File: src/rtl/gtm_pkg.sv
package gtm_pkg;

  // ==========================================================
  // register map, byte addresses
  localparam logic [7:0] OFF_CTL   = 8'h00;
  localparam logic [7:0] OFF_PER   = 8'h04;
  localparam logic [7:0] OFF_CNT   = 8'h08;
  localparam logic [7:0] OFF_CMP   = 8'h0C;
  localparam logic [7:0] OFF_GRP   = 8'h10;
  localparam logic [7:0] OFF_FLG   = 8'h14;

  // ==========================================================
  // timer_control fields
  localparam int CTL_CMPEN  = 1;
  localparam int CTL_CLKS   = 4;
  localparam int CTL_EN     = 6;
  localparam int CTL_PRE    = 8;
  localparam int CTL_MODE   = 11;
  localparam logic [1:0] CLKS_EXT  = 2'h1;
  localparam logic [2:0] MODE_DIR  = 3'h3;
  localparam logic [2:0] MODE_SUD  = 3'h4;

  // timer_group_control and flag fields
  localparam int GRP_DIR    = 0;
  localparam int GRP_CMPOUT = 1;
  localparam int FLG_PER    = 0;
  localparam int FLG_UND    = 1;
  localparam int FLG_OVF    = 2;
  localparam int FLG_CMP    = 3;

  // ==========================================================
  // reset values and limits
  localparam logic [15:0] CTL_RST = 16'h0000;
  localparam logic [15:0] PER_RST = 16'h0000;
  localparam logic [15:0] CNT_MAX = 16'hFFFF;

  // direction pipe stages; dir takes the new level three clk_sys cycles after a prescale period ends
  localparam int DIR_LAT = 2;

  // ==========================================================
  typedef struct packed {
    logic        psel;
    logic        penable;
    logic        pwrite;
    logic [7:0]  paddr;
    logic [31:0] pwdata;
  } gtm_apb_req_t;

  typedef struct packed {
    logic [15:0] ctl;
    logic [15:0] per;
    logic [15:0] cnt;
    logic [15:0] cmp;
    logic [3:0]  flg;
    logic [6:0]  psc;
    logic        up;
    logic        dir;
    logic [1:0]  dpv;
    logic [1:0]  dpl;
    logic [2:0]  cks;
    logic        ckl;
    logic [2:0]  drs;
    logic        drl;
    logic [1:0]  mt;
    logic        cmpo;
    logic [31:0] rdata;
    logic        err;
  } gtm_state_t;

endpackage

File: src/rtl/gtm_timer.sv
`timescale 1ns/1ps

module gtm_timer (
  // clock and reset
  input  logic                  clk_sys,
  input  logic                  nrst,
  // apb slave
  input  gtm_pkg::gtm_apb_req_t apb_req,
  output logic [31:0]           prdata,
  output logic                  pready,
  output logic                  pslverr,
  // pins from the quadrature_decoder
  input  logic                  ext_clk_pin,
  input  logic                  count_direction_input,
  // status
  output logic                  cmp_out,
  output logic                  dir_status,
  output logic                  timer_running
);

  gtm_pkg::gtm_state_t s_q;
  gtm_pkg::gtm_state_t s_d;

  logic        en;
  logic        dirm;
  logic        sudm;
  logic        src_tick;
  logic        tick;
  logic [6:0]  psc_lim;
  logic [15:0] nxt;
  logic        up_n;
  logic        stop;
  logic        wr;
  logic        rd_setup;
  logic [3:0]  fset;
  logic [3:0]  fclr;
  logic        match;

  assign pready        = 1'b1;
  assign prdata        = s_q.rdata;
  assign pslverr       = s_q.err;
  assign cmp_out       = s_q.cmpo;
  assign timer_running = s_q.ctl[gtm_pkg::CTL_EN];

  always_comb
  begin
    s_d      = s_q;
    en       = s_q.ctl[gtm_pkg::CTL_EN];
    dirm     = (s_q.ctl[gtm_pkg::CTL_MODE +: 3] == gtm_pkg::MODE_DIR);
    sudm     = (s_q.ctl[gtm_pkg::CTL_MODE +: 3] == gtm_pkg::MODE_SUD);
    wr       = apb_req.psel & apb_req.penable & apb_req.pwrite;
    rd_setup = apb_req.psel & ~apb_req.penable;
    fset     = 4'h0;
    fclr     = 4'h0;
    nxt      = s_q.cnt;
    up_n     = s_q.up;
    stop     = 1'b0;
    match    = 1'b0;

    // ==========================================================
    // pin synchronisers; a level counts once stages two and three agree
    s_d.cks = {s_q.cks[1:0], ext_clk_pin};
    s_d.drs = {s_q.drs[1:0], count_direction_input};
    if (s_q.cks[1] == s_q.cks[2])
    begin
      s_d.ckl = s_q.cks[2];
    end
    if (s_q.drs[1] == s_q.drs[2])
    begin
      s_d.drl = s_q.drs[2];
    end

    // ==========================================================
    // clock select and prescaler
    if (s_q.ctl[gtm_pkg::CTL_CLKS +: 2] == gtm_pkg::CLKS_EXT)
    begin
      src_tick = s_d.ckl & ~s_q.ckl;
    end
    else
    begin
      src_tick = 1'b1;
    end
    psc_lim = 7'((8'h01 << s_q.ctl[gtm_pkg::CTL_PRE +: 3]) - 8'h01);
    tick    = 1'b0;
    if (en && src_tick)
    begin
      if (s_q.psc == psc_lim)
      begin
        tick      = 1'b1;
        s_d.psc   = 7'h00;
      end
      else
      begin
        s_d.psc = s_q.psc + 7'h01;
      end
    end

    // ==========================================================
    // next count
    if (dirm)
    begin
      if (s_q.dir)
      begin
        if (s_q.cnt != s_q.per && s_q.cnt != gtm_pkg::CNT_MAX)
        begin
          nxt = s_q.cnt + 16'h0001;
        end
      end
      else if (s_q.cnt != 16'h0000)
      begin
        nxt = s_q.cnt - 16'h0001;
      end
    end
    else if (sudm)
    begin
      if (s_q.up)
      begin
        if (s_q.cnt == s_q.per)
        begin
          up_n = 1'b0;
          nxt  = (s_q.cnt == 16'h0000) ? 16'h0000 : s_q.cnt - 16'h0001;
        end
        else
        begin
          nxt = s_q.cnt + 16'h0001;
        end
      end
      else
      begin
        nxt = s_q.cnt - 16'h0001;
      end
      stop = ~up_n && (nxt == 16'h0000);
    end

    if (tick && (dirm || sudm))
    begin
      s_d.cnt = nxt;
      s_d.up  = up_n;
      // flag timing shared with single up/down mode
      fset[gtm_pkg::FLG_PER] = (nxt == s_q.per);
      fset[gtm_pkg::FLG_UND] = (nxt == 16'h0000);
      fset[gtm_pkg::FLG_OVF] = (nxt == gtm_pkg::CNT_MAX);
      match = s_q.ctl[gtm_pkg::CTL_CMPEN] && (nxt == s_q.cmp);
      if (sudm && stop)
      begin
        s_d.ctl[gtm_pkg::CTL_EN] = 1'b0;
        s_d.psc                  = 7'h00;
      end
    end

    // ==========================================================
    // direction pipe: pin level sampled at prescale end, used later
    s_d.dpv = {s_q.dpv[0], tick & dirm};
    s_d.dpl = {s_q.dpl[0], s_q.drl};
    if (s_q.dpv[1])
    begin
      s_d.dir = s_q.dpl[1];
    end

    // ==========================================================
    // compare: output toggles one cycle after match outside directional mode, flag two cycles after
    s_d.mt = {s_q.mt[0], match};
    if (s_q.mt[0] && !dirm)
    begin
      s_d.cmpo = ~s_q.cmpo;
    end
    fset[gtm_pkg::FLG_CMP] = s_q.mt[1];

    // ==========================================================
    // apb writes, access phase; software count write overrides hardware
    if (wr)
    begin
      unique case (apb_req.paddr)
        gtm_pkg::OFF_CTL:
        begin
          s_d.ctl = apb_req.pwdata[15:0];
          if (apb_req.pwdata[gtm_pkg::CTL_EN])
          begin
            // restart point: only software gets here
            s_d.up  = 1'b1;
            s_d.psc = 7'h00;
          end
        end
        gtm_pkg::OFF_PER: s_d.per = apb_req.pwdata[15:0];
        gtm_pkg::OFF_CNT: s_d.cnt = apb_req.pwdata[15:0];
        gtm_pkg::OFF_CMP: s_d.cmp = apb_req.pwdata[15:0];
        gtm_pkg::OFF_FLG: fclr    = apb_req.pwdata[3:0];
        default:          s_d.err = s_q.err;
      endcase
    end
    // hardware set wins over a clear in the same cycle
    s_d.flg = (s_q.flg & ~fclr) | fset;

    // ==========================================================
    // read data and error prepared in the setup cycle
    if (rd_setup)
    begin
      s_d.rdata = 32'h0000_0000;
      s_d.err   = 1'b0;
      unique case (apb_req.paddr)
        gtm_pkg::OFF_CTL: s_d.rdata[15:0] = s_q.ctl;
        gtm_pkg::OFF_PER: s_d.rdata[15:0] = s_q.per;
        gtm_pkg::OFF_CNT: s_d.rdata[15:0] = s_q.cnt;
        gtm_pkg::OFF_CMP: s_d.rdata[15:0] = s_q.cmp;
        gtm_pkg::OFF_GRP:
        begin
          s_d.rdata[gtm_pkg::GRP_DIR]    = dir_status;
          s_d.rdata[gtm_pkg::GRP_CMPOUT] = s_q.cmpo;
        end
        gtm_pkg::OFF_FLG: s_d.rdata[3:0] = s_q.flg;
        default:          s_d.err        = 1'b1;
      endcase
    end
  end

  // status shows the direction actually in use
  always_comb
  begin
    if (s_q.ctl[gtm_pkg::CTL_MODE +: 3] == gtm_pkg::MODE_DIR)
    begin
      dir_status = s_q.dir;
    end
    else if (s_q.ctl[gtm_pkg::CTL_MODE +: 3] == gtm_pkg::MODE_SUD)
    begin
      dir_status = s_q.up;
    end
    else
    begin
      dir_status = 1'b1;
    end
  end

  always_ff @(posedge clk_sys)
  begin
    if (!nrst)
    begin
      s_q     <= '0;
      s_q.ctl <= gtm_pkg::CTL_RST;
      s_q.per <= gtm_pkg::PER_RST;
      s_q.up  <= 1'b1;
      s_q.dir <= 1'b1;
    end
    else
    begin
      s_q <= s_d;
    end
  end
endmodule

File: config.mk
export PLATFORM = sky130hd
export DESIGN_NAME = gtm_timer
export DESIGN_NICKNAME = d
export VERILOG_FILES = /design/src/rtl/gtm_pkg.sv /design/src/rtl/gtm_timer.sv
export SDC_FILE = /design/constraint.sdc
export NUM_CORES = 1
export LEC_CHECK = 0
export BUFFER_PORTS_ARGS = -buffer_cell sky130_fd_sc_hd__clkbuf_2
export CELL_PAD_IN_SITES_DETAIL_PLACEMENT = 1
export CELL_PAD_IN_SITES_GLOBAL_PLACEMENT = 2
export CORE_ASPECT_RATIO = 1.2
export CORE_MARGIN = 8
export CORE_UTILIZATION = 38
export CTS_CLUSTER_DIAMETER = 100
export DETAILED_ROUTE_END_ITERATION = 10
export PLACE_DENSITY_LB_ADDON = 0.15
export SYNTH_ARGS = -nofsm -noshare
export SYNTH_HDL_FRONTEND = slang
export SYNTH_SLANG_ARGS = --single-unit
File: constraint.sdc
create_clock -name clk_sys -period 9.1 [get_ports clk_sys]
set_input_delay 1.365 -clock clk_sys [delete_from_list [all_inputs] [get_ports clk_sys]]
set_output_delay 1.365 -clock clk_sys [all_outputs]
set_load 0.03 [all_outputs]
## Yosys cells after proc, flatten, opt, wreduce, memory -nomap -nowiden

Cells that the tools add are included.

| word-level totals | value |
|---|---|
| flip-flop bits (word level) | 109 |
| input bits | 47 |
| output and inout bits | 37 |

| operators by class | value |
|---|---|
| add/subtract/negate cells | 4 |
| shifts and indexed selects | 1 |
| muxes and demuxes | 46 |
| bitwise operators | 12 |
| reductions and logical operators | 19 |
| equality and inequality tests | 17 |

Operators with widths:

| operator | count |
|---|---|
| two-way mux 16 bit | 14 |
| two-way mux 55 bit | 1 |
| equality test 16 bit | 3 |
| logical NOT 16 bit | 3 |
| one-hot mux 12 bit (4 select lines) | 1 |
| two-way mux 8 bit | 4 |
| two-way mux 7 bit | 4 |
| two-way mux 1 bit | 17 |
| adder 16 x 1 -> 16 bit (second input constant) | 1 |
| equality test 16 bit (second input constant) | 1 |
| equality test 8 x 4 -> 1 bit (second input constant) | 2 |
| equality test 8 x 5 -> 1 bit (second input constant) | 2 |
| inequality test 16 bit | 1 |
| inequality test 16 bit (second input constant) | 1 |
| nonzero test 16 bit | 1 |
| subtractor 16 x 1 -> 16 bit (second input constant) | 1 |
| one-hot mux 2 bit (6 select lines) | 1 |
| one-hot mux 2 bit (5 select lines) | 1 |
| equality test 8 x 3 -> 1 bit (second input constant) | 1 |
| logical NOT 8 bit | 1 |
| two-way mux 4 bit | 2 |
| AND reduction 2 bit | 4 |
| adder 7 x 1 -> 7 bit (second input constant) | 1 |
| equality test 7 bit | 1 |
| other kinds (16) | 30 |

## Logic depth before layout (Yosys ltp)

Gate-level depths: netlist of the first run.

| depth | value |
|---|---|
| depth in word-level cells | 16 |
| gate-level depth with buffers | 16 |
| mapped depth without buffers | 13 |

## Worst setup path before layout of the first run

Ideal clock, no wire load.

| timing path | value |
|---|---|
| kind | input to register |
| start point | input port apb_req[32] (netlist bit) |
| end point | register s_q[116] (netlist bit) |
| path buffers | 1 |
| path slack | 5550 ps |
| data required time | 9030 ps |
| stages on the path | 7 |
| arrival | 3480 ps |
| cell sequence | or4_1 > nor3_1 > nand4_1 > nor3_1 > clkbuf_1 > nand2_1 > a21oi_1 |

| between the ends | value |
|---|---|
| longest elaborated chain between the ends | 2 |

Ends and longest elaborated chain:

| item | line | RTL |
|---|---|---|
| start: declaration | gtm_timer.sv:8 | `input gtm_pkg::gtm_apb_req_t apb_req,` |
| logical NOT 8 bit | gtm_timer.sv:173 | `unique case (apb_req.paddr)` |
| AND reduction 2 bit (no source line) | - |  |
| end: declaration | gtm_timer.sv:21 | `gtm_pkg::gtm_state_t s_q;` |

Every way passes these cells.
A chain may end at the register's enable or synchronous reset.

## Final worst setup path of the first run

| timing path | value |
|---|---|
| start point | register s_q[118] (netlist bit) |
| end point | register s_q (netlist bit timer_running) |

| between the ends | value |
|---|---|
| longest elaborated chain between the ends | 9 |

Ends and longest elaborated chain:

| item | line | RTL |
|---|---|---|
| left shift 1 x 3 -> 7 bit * | gtm_timer.sv:83 | `psc_lim = 7'((8'h01 << s_q.ctl[gtm_pkg::CTL_PRE +: 3]) - 8'h01);` |
| subtractor 7 x 1 -> 7 bit * | gtm_timer.sv:83 |  |
| equality test 7 bit * | gtm_timer.sv:87 | `if (s_q.psc == psc_lim)` |
| two-way mux 1 bit * | gtm_timer.sv:87 |  |
| two-way mux 1 bit * | gtm_timer.sv:85 | `if (en && src_tick)` |
| logical AND 1 bit * | gtm_timer.sv:135 | `if (tick && (dirm \|\| sudm))` |
| two-way mux 1 bit * | gtm_timer.sv:135 |  |
| two-way mux 7 bit | gtm_timer.sv:173 |  |
| two-way mux 55 bit * | gtm_timer.sv:171 | `if (wr)` |

Every way passes the cells marked *; elsewhere a longest branch is shown, timed or not.

==> results of run 1 <==
[where the power goes]
part	internal, W	total, W	leakage (nW)	switching [W]
clock	0.000221	0.000421	0.154	0.000200
sequential	0.000479	0.000480	0.879	0.00000134
combinational	0.0000136	0.0000567	1.83	0.0000431
total	0.000713	0.000958	2.87	0.000245
[logic make-up (layout without fill, tap and decap cells)]
kind of cell,Yosys count,count (layout)
AOI/OAI and AO/OA,235,235
xor gates and xnor gates,81,81
adders and majority gates,5,5
buffers and inverters,131,97
DFF,109,109
muxes,21,21
other,2,17
and+or+nand+nor,441,441
[worst min-delay path by stage]
stage	startpoint	to	slack, ps	depth (start not counted)
after global routing	s_d[45]	s_q[45]	450	1
after floorplan	s_d[38]	s_d[39]	410	1
after CTS	s_d[42]	s_d[43]	430	1
after global placement	s_d[42]	s_d[43]	410	1
after detailed placement	s_d[42]	s_d[43]	420	1
final	s_d[42]	s_d[43]	430	1
[final cells by class]
type	count	area [sq um]
clock buffers	9	225
clock inverters	7	87.6
fillers	2551	11900
inverters	15	56.3
multi-input cells	800	5060
flip-flops and latches	109	2180
well taps	265	332
repair buffers	66	370
[placed cells by master, fill, tap and decap left out, types with 13 or more instances in the layout]
| cell | netlist | routed |
|---|---|---|
| sky130_fd_sc_hd__a21oi_1 | 98 | 98 |
| sky130_fd_sc_hd__a311oi_1 | 13 | 13 |
| sky130_fd_sc_hd__buf_4 | 38 | 16 |
| sky130_fd_sc_hd__clkbuf_2 | 0 | 50 |
| sky130_fd_sc_hd__conb_1 | 2 | 17 |
| sky130_fd_sc_hd__dfxtp_1 | 109 | 109 |
| sky130_fd_sc_hd__inv_1 | 13 | 13 |
| sky130_fd_sc_hd__mux4_2 | 14 | 14 |
| sky130_fd_sc_hd__nand2_1 | 188 | 188 |
| sky130_fd_sc_hd__nand3_1 | 42 | 42 |
| sky130_fd_sc_hd__nand4_1 | 21 | 21 |
| sky130_fd_sc_hd__nor2_1 | 68 | 68 |
| sky130_fd_sc_hd__nor3_1 | 26 | 22 |
| sky130_fd_sc_hd__o21ai_0 | 35 | 35 |
| sky130_fd_sc_hd__xnor2_1 | 48 | 48 |
| sky130_fd_sc_hd__xor2_1 | 28 | 28 |
[Yosys cell counts (8+ instances only)]
| master | number | share of area, % |
|---|---|---|
| sky130_fd_sc_hd__or3_1 | 12 | 0.96 |
| sky130_fd_sc_hd__a311oi_1 | 13 | 1.4 |
| sky130_fd_sc_hd__a211oi_1 | 8 | 0.76 |
| sky130_fd_sc_hd__xor2_1 | 28 | 3.1 |
| sky130_fd_sc_hd__nor3_1 | 26 | 1.7 |
| sky130_fd_sc_hd__nand3_1 | 42 | 2.7 |
| sky130_fd_sc_hd__nor2_1 | 68 | 3.2 |
| sky130_fd_sc_hd__buf_4 | 38 | 3.6 |
| sky130_fd_sc_hd__o21ai_0 | 35 | 2.2 |
| sky130_fd_sc_hd__nor4_1 | 9 | 0.72 |
| sky130_fd_sc_hd__buf_2 | 10 | 0.64 |
| sky130_fd_sc_hd__dfxtp_1 | 109 | 28 |
| sky130_fd_sc_hd__o221ai_1 | 8 | 0.89 |
| sky130_fd_sc_hd__mux4_2 | 14 | 4.0 |
| sky130_fd_sc_hd__inv_1 | 13 | 0.62 |
| sky130_fd_sc_hd__and2_1 | 12 | 0.96 |
| sky130_fd_sc_hd__xnor2_1 | 48 | 5.4 |
| sky130_fd_sc_hd__nand2_1 | 188 | 9.0 |
| sky130_fd_sc_hd__clkbuf_1 | 56 | 2.7 |
| sky130_fd_sc_hd__a21oi_1 | 98 | 6.2 |
| sky130_fd_sc_hd__nand4_1 | 21 | 1.7 |
[state kept, by name, summed over array words and instances, names as in the netlist]
register       cells
cmp_out            1
fset               1
prdata            16
pslverr            1
s_d                8
s_q               81
timer_running      1
[worst max-delay path, stage by stage (launching register included)]
cell and delay, ps:
sky130_fd_sc_hd__dfxtp_1 460, sky130_fd_sc_hd__or3_1 410, sky130_fd_sc_hd__ha_1 300, sky130_fd_sc_hd__or3b_1 400
sky130_fd_sc_hd__a211oi_1 240, sky130_fd_sc_hd__o31ai_1 110, sky130_fd_sc_hd__o221a_2 170, sky130_fd_sc_hd__or3_1 520
sky130_fd_sc_hd__nand2b_1 690, sky130_fd_sc_hd__or4b_1 720, sky130_fd_sc_hd__o211ai_1 180, sky130_fd_sc_hd__a21oi_1 80
[metrics by stage]
step,power (W),util [%]
floorplan,0.000534,-
global placement,0.000547,39.5
detailed placement,0.000548,39.5
CTS,0.000969,41.1
global route,0.000990,41.1
finish,0.000958,41.1
[per-layer routing]
layer	part of all wire, %	GRT usage [%]	vias up
met4	4.3	11.0	0
met2	48	39.4	208
li1	-	-	3540
met1	43	28.8	3755
met3	5.1	3.87	70
met5	0	0	-
==> results.md, run 1 <==
* WP data required at roughly 9300 ps
* Initial antenna violation count at 0
* CTS clk-pin slew, worst paths at ~80 ps
* Clock tree from TritonCTS: built
* Setup TNS at 0 ps
* Latest clock arrival within the worst-skew pair at 360 ps
* Min cycle time layout at ~4400 ps
* Placed cell areas at ~0.0080 sq mm
* Sinks on the clock net at 109
* Initial cell density of the core at 38.8%
* XOR/XNOR Fraction of Synth Area at under 10%
* Post-synth EDFFs at 0
* Number of distinct library cells after synthesis at 87
* All-Layer GR Usage at 23.5%
* Post-synthesis adder-cell area fraction at less than 1%
* Hold Path Class: reg -> reg
* Post-detailed-routing wire length at around 30,000 um
* Achievable frequency at 0.225 GHz
* CTS buffer count at 9
* Sum of net half-perimeters after detailed placement at around 22,000 um
* Worst setup startpoint: s_q[118]
* Die footprint at roughly 0.026 sq mm
* VDD IR max at 0.0849 mV
* Post-CTS setup buffers at 0
* Hold-fix buffer count after cts at 0
* Routed via count at around 7,600
* Compound-Gate Fraction of Synth Area at between 20% and 30%
* Worst R2R Path Depth at 11
* Fin worst setup slack at roughly 4700 ps
* Kind of start point of the critical path: register
* Dominant combinational cell family by area after synthesis: simple AND/OR/NAND/NOR gates
* Register-to-register path setup slack at ~4700 ps
* Proportion of layout cells with a drive suffix above 1 at between 10% and 20%
* Detailed-route DRC error count at 0
* Result of the run: complete, no violations
* P_leak at roughly 2.9 nW
* Clock tree root buffer cell: sky130_fd_sc_hd__clkbuf_16
* Post-DR vias/cell at slightly below 6
* Worst hold slack across all endpoints at roughly 430 ps
* CP Data Arrival Time at ~4700 ps
* Setup-failing EPs final at 0
* Post-Route Skew at ~15 ps
* Tcrit/Tclk final at 48.8%
* Residual overflow from global routing at 0
* End of the critical path: timer_running
* Area of the core region at between 0.02 and 0.025 sq mm
* Final Hold Violating Endpoints at 0
* Longest Clk Path Bufs at 2
* CTS H-Tree Depth at 3
* Capture instance of the worst register-to-register path: timer_running
* Final Net Count at ~1,100
* Multiplexer share of the synthesized area at just under 5%
* Number of detailed-route iterations in the first pass at 5
* Element type at the critical path end: register
* Die X at ~150 um
* Area growth from synthesis to layout at 5.89%
* Avg Inst Size Synth at approximately 7.7 sq um
* Vert. Die Dim at between 150 and 200 um
* Most common flop cell mapped by yosys: sky130_fd_sc_hd__dfxtp_1
* Number of warnings reported in the yosys synthesis log at 0
* Via count of the first global-routing pass at roughly 7,700
* Post-Synth Simple-Gate Area at between 20% and 30%
* Maximum fanout along the worst path at 20
* Kind of critical path: reg -> reg
* Async set or reset register ratio after synthesis at 0%
* Worst-case setup slack after placement at 4680 ps
* Number of standard-cell rows in the floorplan at between 50 and 60
* Cts repair resizes at 0
* Number of instances in the synthesized netlist at approximately 1,000
* Post-layout instance area at ~0.0083 sq mm
* #FFs+latches synth at about 110
* Last weighted congestion value of the routability-driven placer at around 0.87
* Maximum Capacitance Violations at 0
* Actual transition at the worst max-transition pin at 1060 ps
* Fin cells at between 1,000 and 1,500
* Largest net degree at the start of global routing at 65
* # port buffers at 50
* Worst R2R Start: s_q[118]
* Remaining max-slew budget at the tightest pin at between 20% and 30%
* Synthesized cell area at 0.00786 sq mm
* Total power per unit cell area at ~120 mW/mm^2
* Global-route wire length before repair at 47,200 um
* Routed wire per std cell at 23.8 um
* Fraction of the yosys area taken by sequential cells at 27.8%
* RSZ-0062 raised after global routing: false
* Diode insertion count for antenna repair at 0
* Starting DRT DRC Count at 428
* Number of nets still failing antenna checks after routing at 0
* Number of I/O pins at 84
* Number of cells in the design after placement at about 1,300
* Max Slew Vio Count at 0
Note: power is estimated with default switching activity, not from simulation.
==> run 2, diff against run 1 <==
CORE_UTILIZATION = 32   (was 38)
clock period = 3.7 ns   (was 9.1 ns; I/O delays follow)
==> results.md, run 2 (synthesis results as in run 1) <==
* Most prevalent standard cell on the critical path: sky130_fd_sc_hd__or4_1
* Total Power at 0.00238 W (+150%)
* # port buffers at 50 (unchanged)
* Die footprint at 0.0298 sq mm (+17%)
* Area growth from synthesis to layout at 13.8%
* Latest clock arrival within the worst-skew pair at 370 ps (about the same)
* Result of the run: complete, no violations
* Starting DRT DRC Count at 374 (-13%)
* Post-DR vias/cell at 5.46 (-8.4%)
* WP data required at 4010 ps (-5300 ps)
* Number of nets still failing antenna checks after routing at 0 (unchanged)
* Kind of start point of the critical path: register
* Cells on Worst Hold Path at 2 (+1)
* Via count of the first global-routing pass at 7,865 (+1.6%)
* Hold Path Class: in -> reg
* Die X at 159 um (+8.0%)
* Number of standard-cell rows in the floorplan at 63 (+11%)
* Global Route met3 Usage at 2.83% (-1.0 points)
* Routed via count at 7,636 (+0.83%)
* Routed wire per std cell at 22.1 um (-7.0%)
* Diode insertion count for antenna repair at 0 (unchanged)
* CTS buffer count at 9 (unchanged)
* CTS H-Tree Depth at 3 (unchanged)
* Flip-flop count of the largest register, all copies and words added at 81 (unchanged)
* Capture instance of the worst register-to-register path: s_q[58]
* Top reg by flops: s_q
* Maximum Capacitance Violations at 0 (unchanged)
* RSZ-0062 raised after global routing: false
* Worst hold slack across all endpoints at 401 ps (-30.2 ps)
* Initial cell density of the core at 32.1% (-6.6 points)
* Setup-failing EPs final at 0 (unchanged)
* Area of the core region at 0.0244 sq mm (+21%)
* Min cycle time layout at 3460 ps (-979 ps)
* Last weighted congestion value of the routability-driven placer at 0.880 (+0.58%)
* Met2 track utilization from global routing at 34.9% (-4.5 points)
* Worst R2R Path Depth at 12 (+1)
* Proportion of layout cells with a drive suffix above 1 at 20.9% (+5.7 points)
* All-Layer GR Usage at 20.6% (-2.9 points)
* Critical path, cell by cell: xnor2_2 -> nand4_2 -> or4_1 -> buf_12 -> nand2_4 -> nor2_1 -> xnor2_1 -> a21oi_2 -> or4_1 -> nor4_1 -> buf_4 -> a31o_1
* Number of I/O pins at 84 (unchanged)
* Worst-path cell with the longest stage delay: sky130_fd_sc_hd__or4_1
* Longest Clk Path Bufs at 2 (unchanged)
* Clock tree from TritonCTS: built
* Post-detailed-routing wire length at 31,000 um (+2.4%)
* Setup TNS at 0 ps (unchanged)
* Sum of net half-perimeters after detailed placement at 23,900 um (+7.2%)
* Global-route wire length before repair at 48,100 um (+2.0%)
* Clock tree root buffer cell: sky130_fd_sc_hd__clkbuf_16
* CTS clk-pin slew, worst paths at 80 ps (about the same)
* Maximum fanout along the worst path at 15 (-25%)
* Largest stage delay, worst path at 720 ps (about the same)
* Final-layout fill cell count at 3,055 (+20%)
* Register-to-register path setup slack at 240 ps (-4420 ps)
* Vert. Die Dim at 188 um (+8.1%)
* Final Hold Violating Endpoints at 0 (unchanged)
* Sinks on the clock net at 109 (unchanged)
* CP Data Arrival Time at 3770 ps (-880 ps)
* Residual overflow from global routing at 0 (unchanged)
* P_leak at 3.22 nW (+12%)
* Detailed-route DRC error count at 0 (unchanged)
* Post-Route Skew at 13.4 ps (-1.58 ps)
* Worst setup startpoint: s_q[77]
* Final Net Count at 1,121 (+6.5%)
* End of the critical path: s_q[58]
* Total power per unit cell area at 266 mW/mm^2 (+130%)
* Max Slew Vio Count at 0 (unchanged)
* Actual transition at the worst max-transition pin at 835 ps (-227 ps)
* Tcrit/Tclk final at 93.5% (+45 points)
* Most common library cell in the layout ignoring fill and taps: sky130_fd_sc_hd__nand2_1
* Initial antenna violation count at 0 (unchanged)
* Achievable frequency at 0.289 GHz (+28%)
* Remaining max-slew budget at the tightest pin at 44.3% (+16 points)
* Element type at the critical path end: register
* Kind of critical path: reg -> reg
* GR Layer Usage met1 at 26.2% (-2.6 points)
* Number of detailed-route iterations in the first pass at 5 (unchanged)
* Gr busiest metal: met2
* Worst R2R Start: s_q[77]
* VDD IR max at 0.232 mV (+170%)
* Commonest cells after routing, fill and taps aside: 188 x sky130_fd_sc_hd__nand2_1, 109 x sky130_fd_sc_hd__dfxtp_1, 97 x sky130_fd_sc_hd__a21oi_1
* Largest net degree at the start of global routing at 39 (-40%)
==> run 2: worst min-delay path by stage <==
stage                               start      end  slack (ps)
floorplan                         s_d[38]  s_d[39]         410
global placement                  s_d[38]  s_d[39]         420
detailed placement                s_d[45]  s_q[45]         420
CTS                 count_direction_input  s_d[38]         390
global route        count_direction_input  s_d[38]         400
finish                        ext_clk_pin  s_d[42]         400
==> run 2: layout make-up <==
type	instances	area (sq um)	area share (%)
multi-input cells	800	5080	56.9
inverters	15	56.3	0.630
well taps	325	407	4.55
repair buffers	134	893	9.99
flip-flops and latches	109	2180	24.4
clock buffers	9	225	2.52
clock inverters	7	93.8	1.05
==> run 2: where the power goes <==
group	total (W)	internal, W	switching (W)	leakage (nW)
registers	0.00118	0.00118	0.00000255	0.879
logic	0.000146	0.0000377	0.000109	2.19
clock network	0.00106	0.000544	0.000511	0.152
total	0.00238	0.00176	0.000622	3.22
==> run 2: routing by layer <==
| metal | vias to the layer above | routed length, um | part of all wire, % |
|---|---|---|---|
| met4 | 0 | 951 | 3.1 |
| met5 | - | 0 | 0 |
| met2 | 178 | 15000 | 49 |
| met3 | 45 | 1110 | 3.6 |
| li1 | 3674 | - | - |
| met1 | 3739 | 13900 | 45 |
==> run 2: through the flow <==
stage / cell area [sq um] / worst slack (ps) / utilization (%) / cells
2_1_floorplan: 7910 / 229 / - / 1040
3_3_place_gp: 8600 / 229 / 35.2 / 1383
3_5_place_dp: 8600 / 171 / 35.2 / 1383
4_1_cts: 8920 / 128 / 36.5 / 1399
5_1_grt: 8940 / 45.6 / 36.6 / 1399
6_report: 8940 / 239 / 36.6 / 1399
==> run 2: timing repair <==
action                     CTS  global route
resized for setup            0             5
setup endpoints to repair    0             3
hold buffers                 0             0
hold endpoints to repair     0             0
setup buffers                0             0
==> run 2: worst max-delay path, delay by kind of cell, from the launching register on <==
family	cells	cell delay, ps
buffers and inverters	2	410
XOR/XNOR	2	370
AO/OA/AOI/OAI	2	260
flip-flops	1	550
AND/OR/NAND/NOR	6	1820
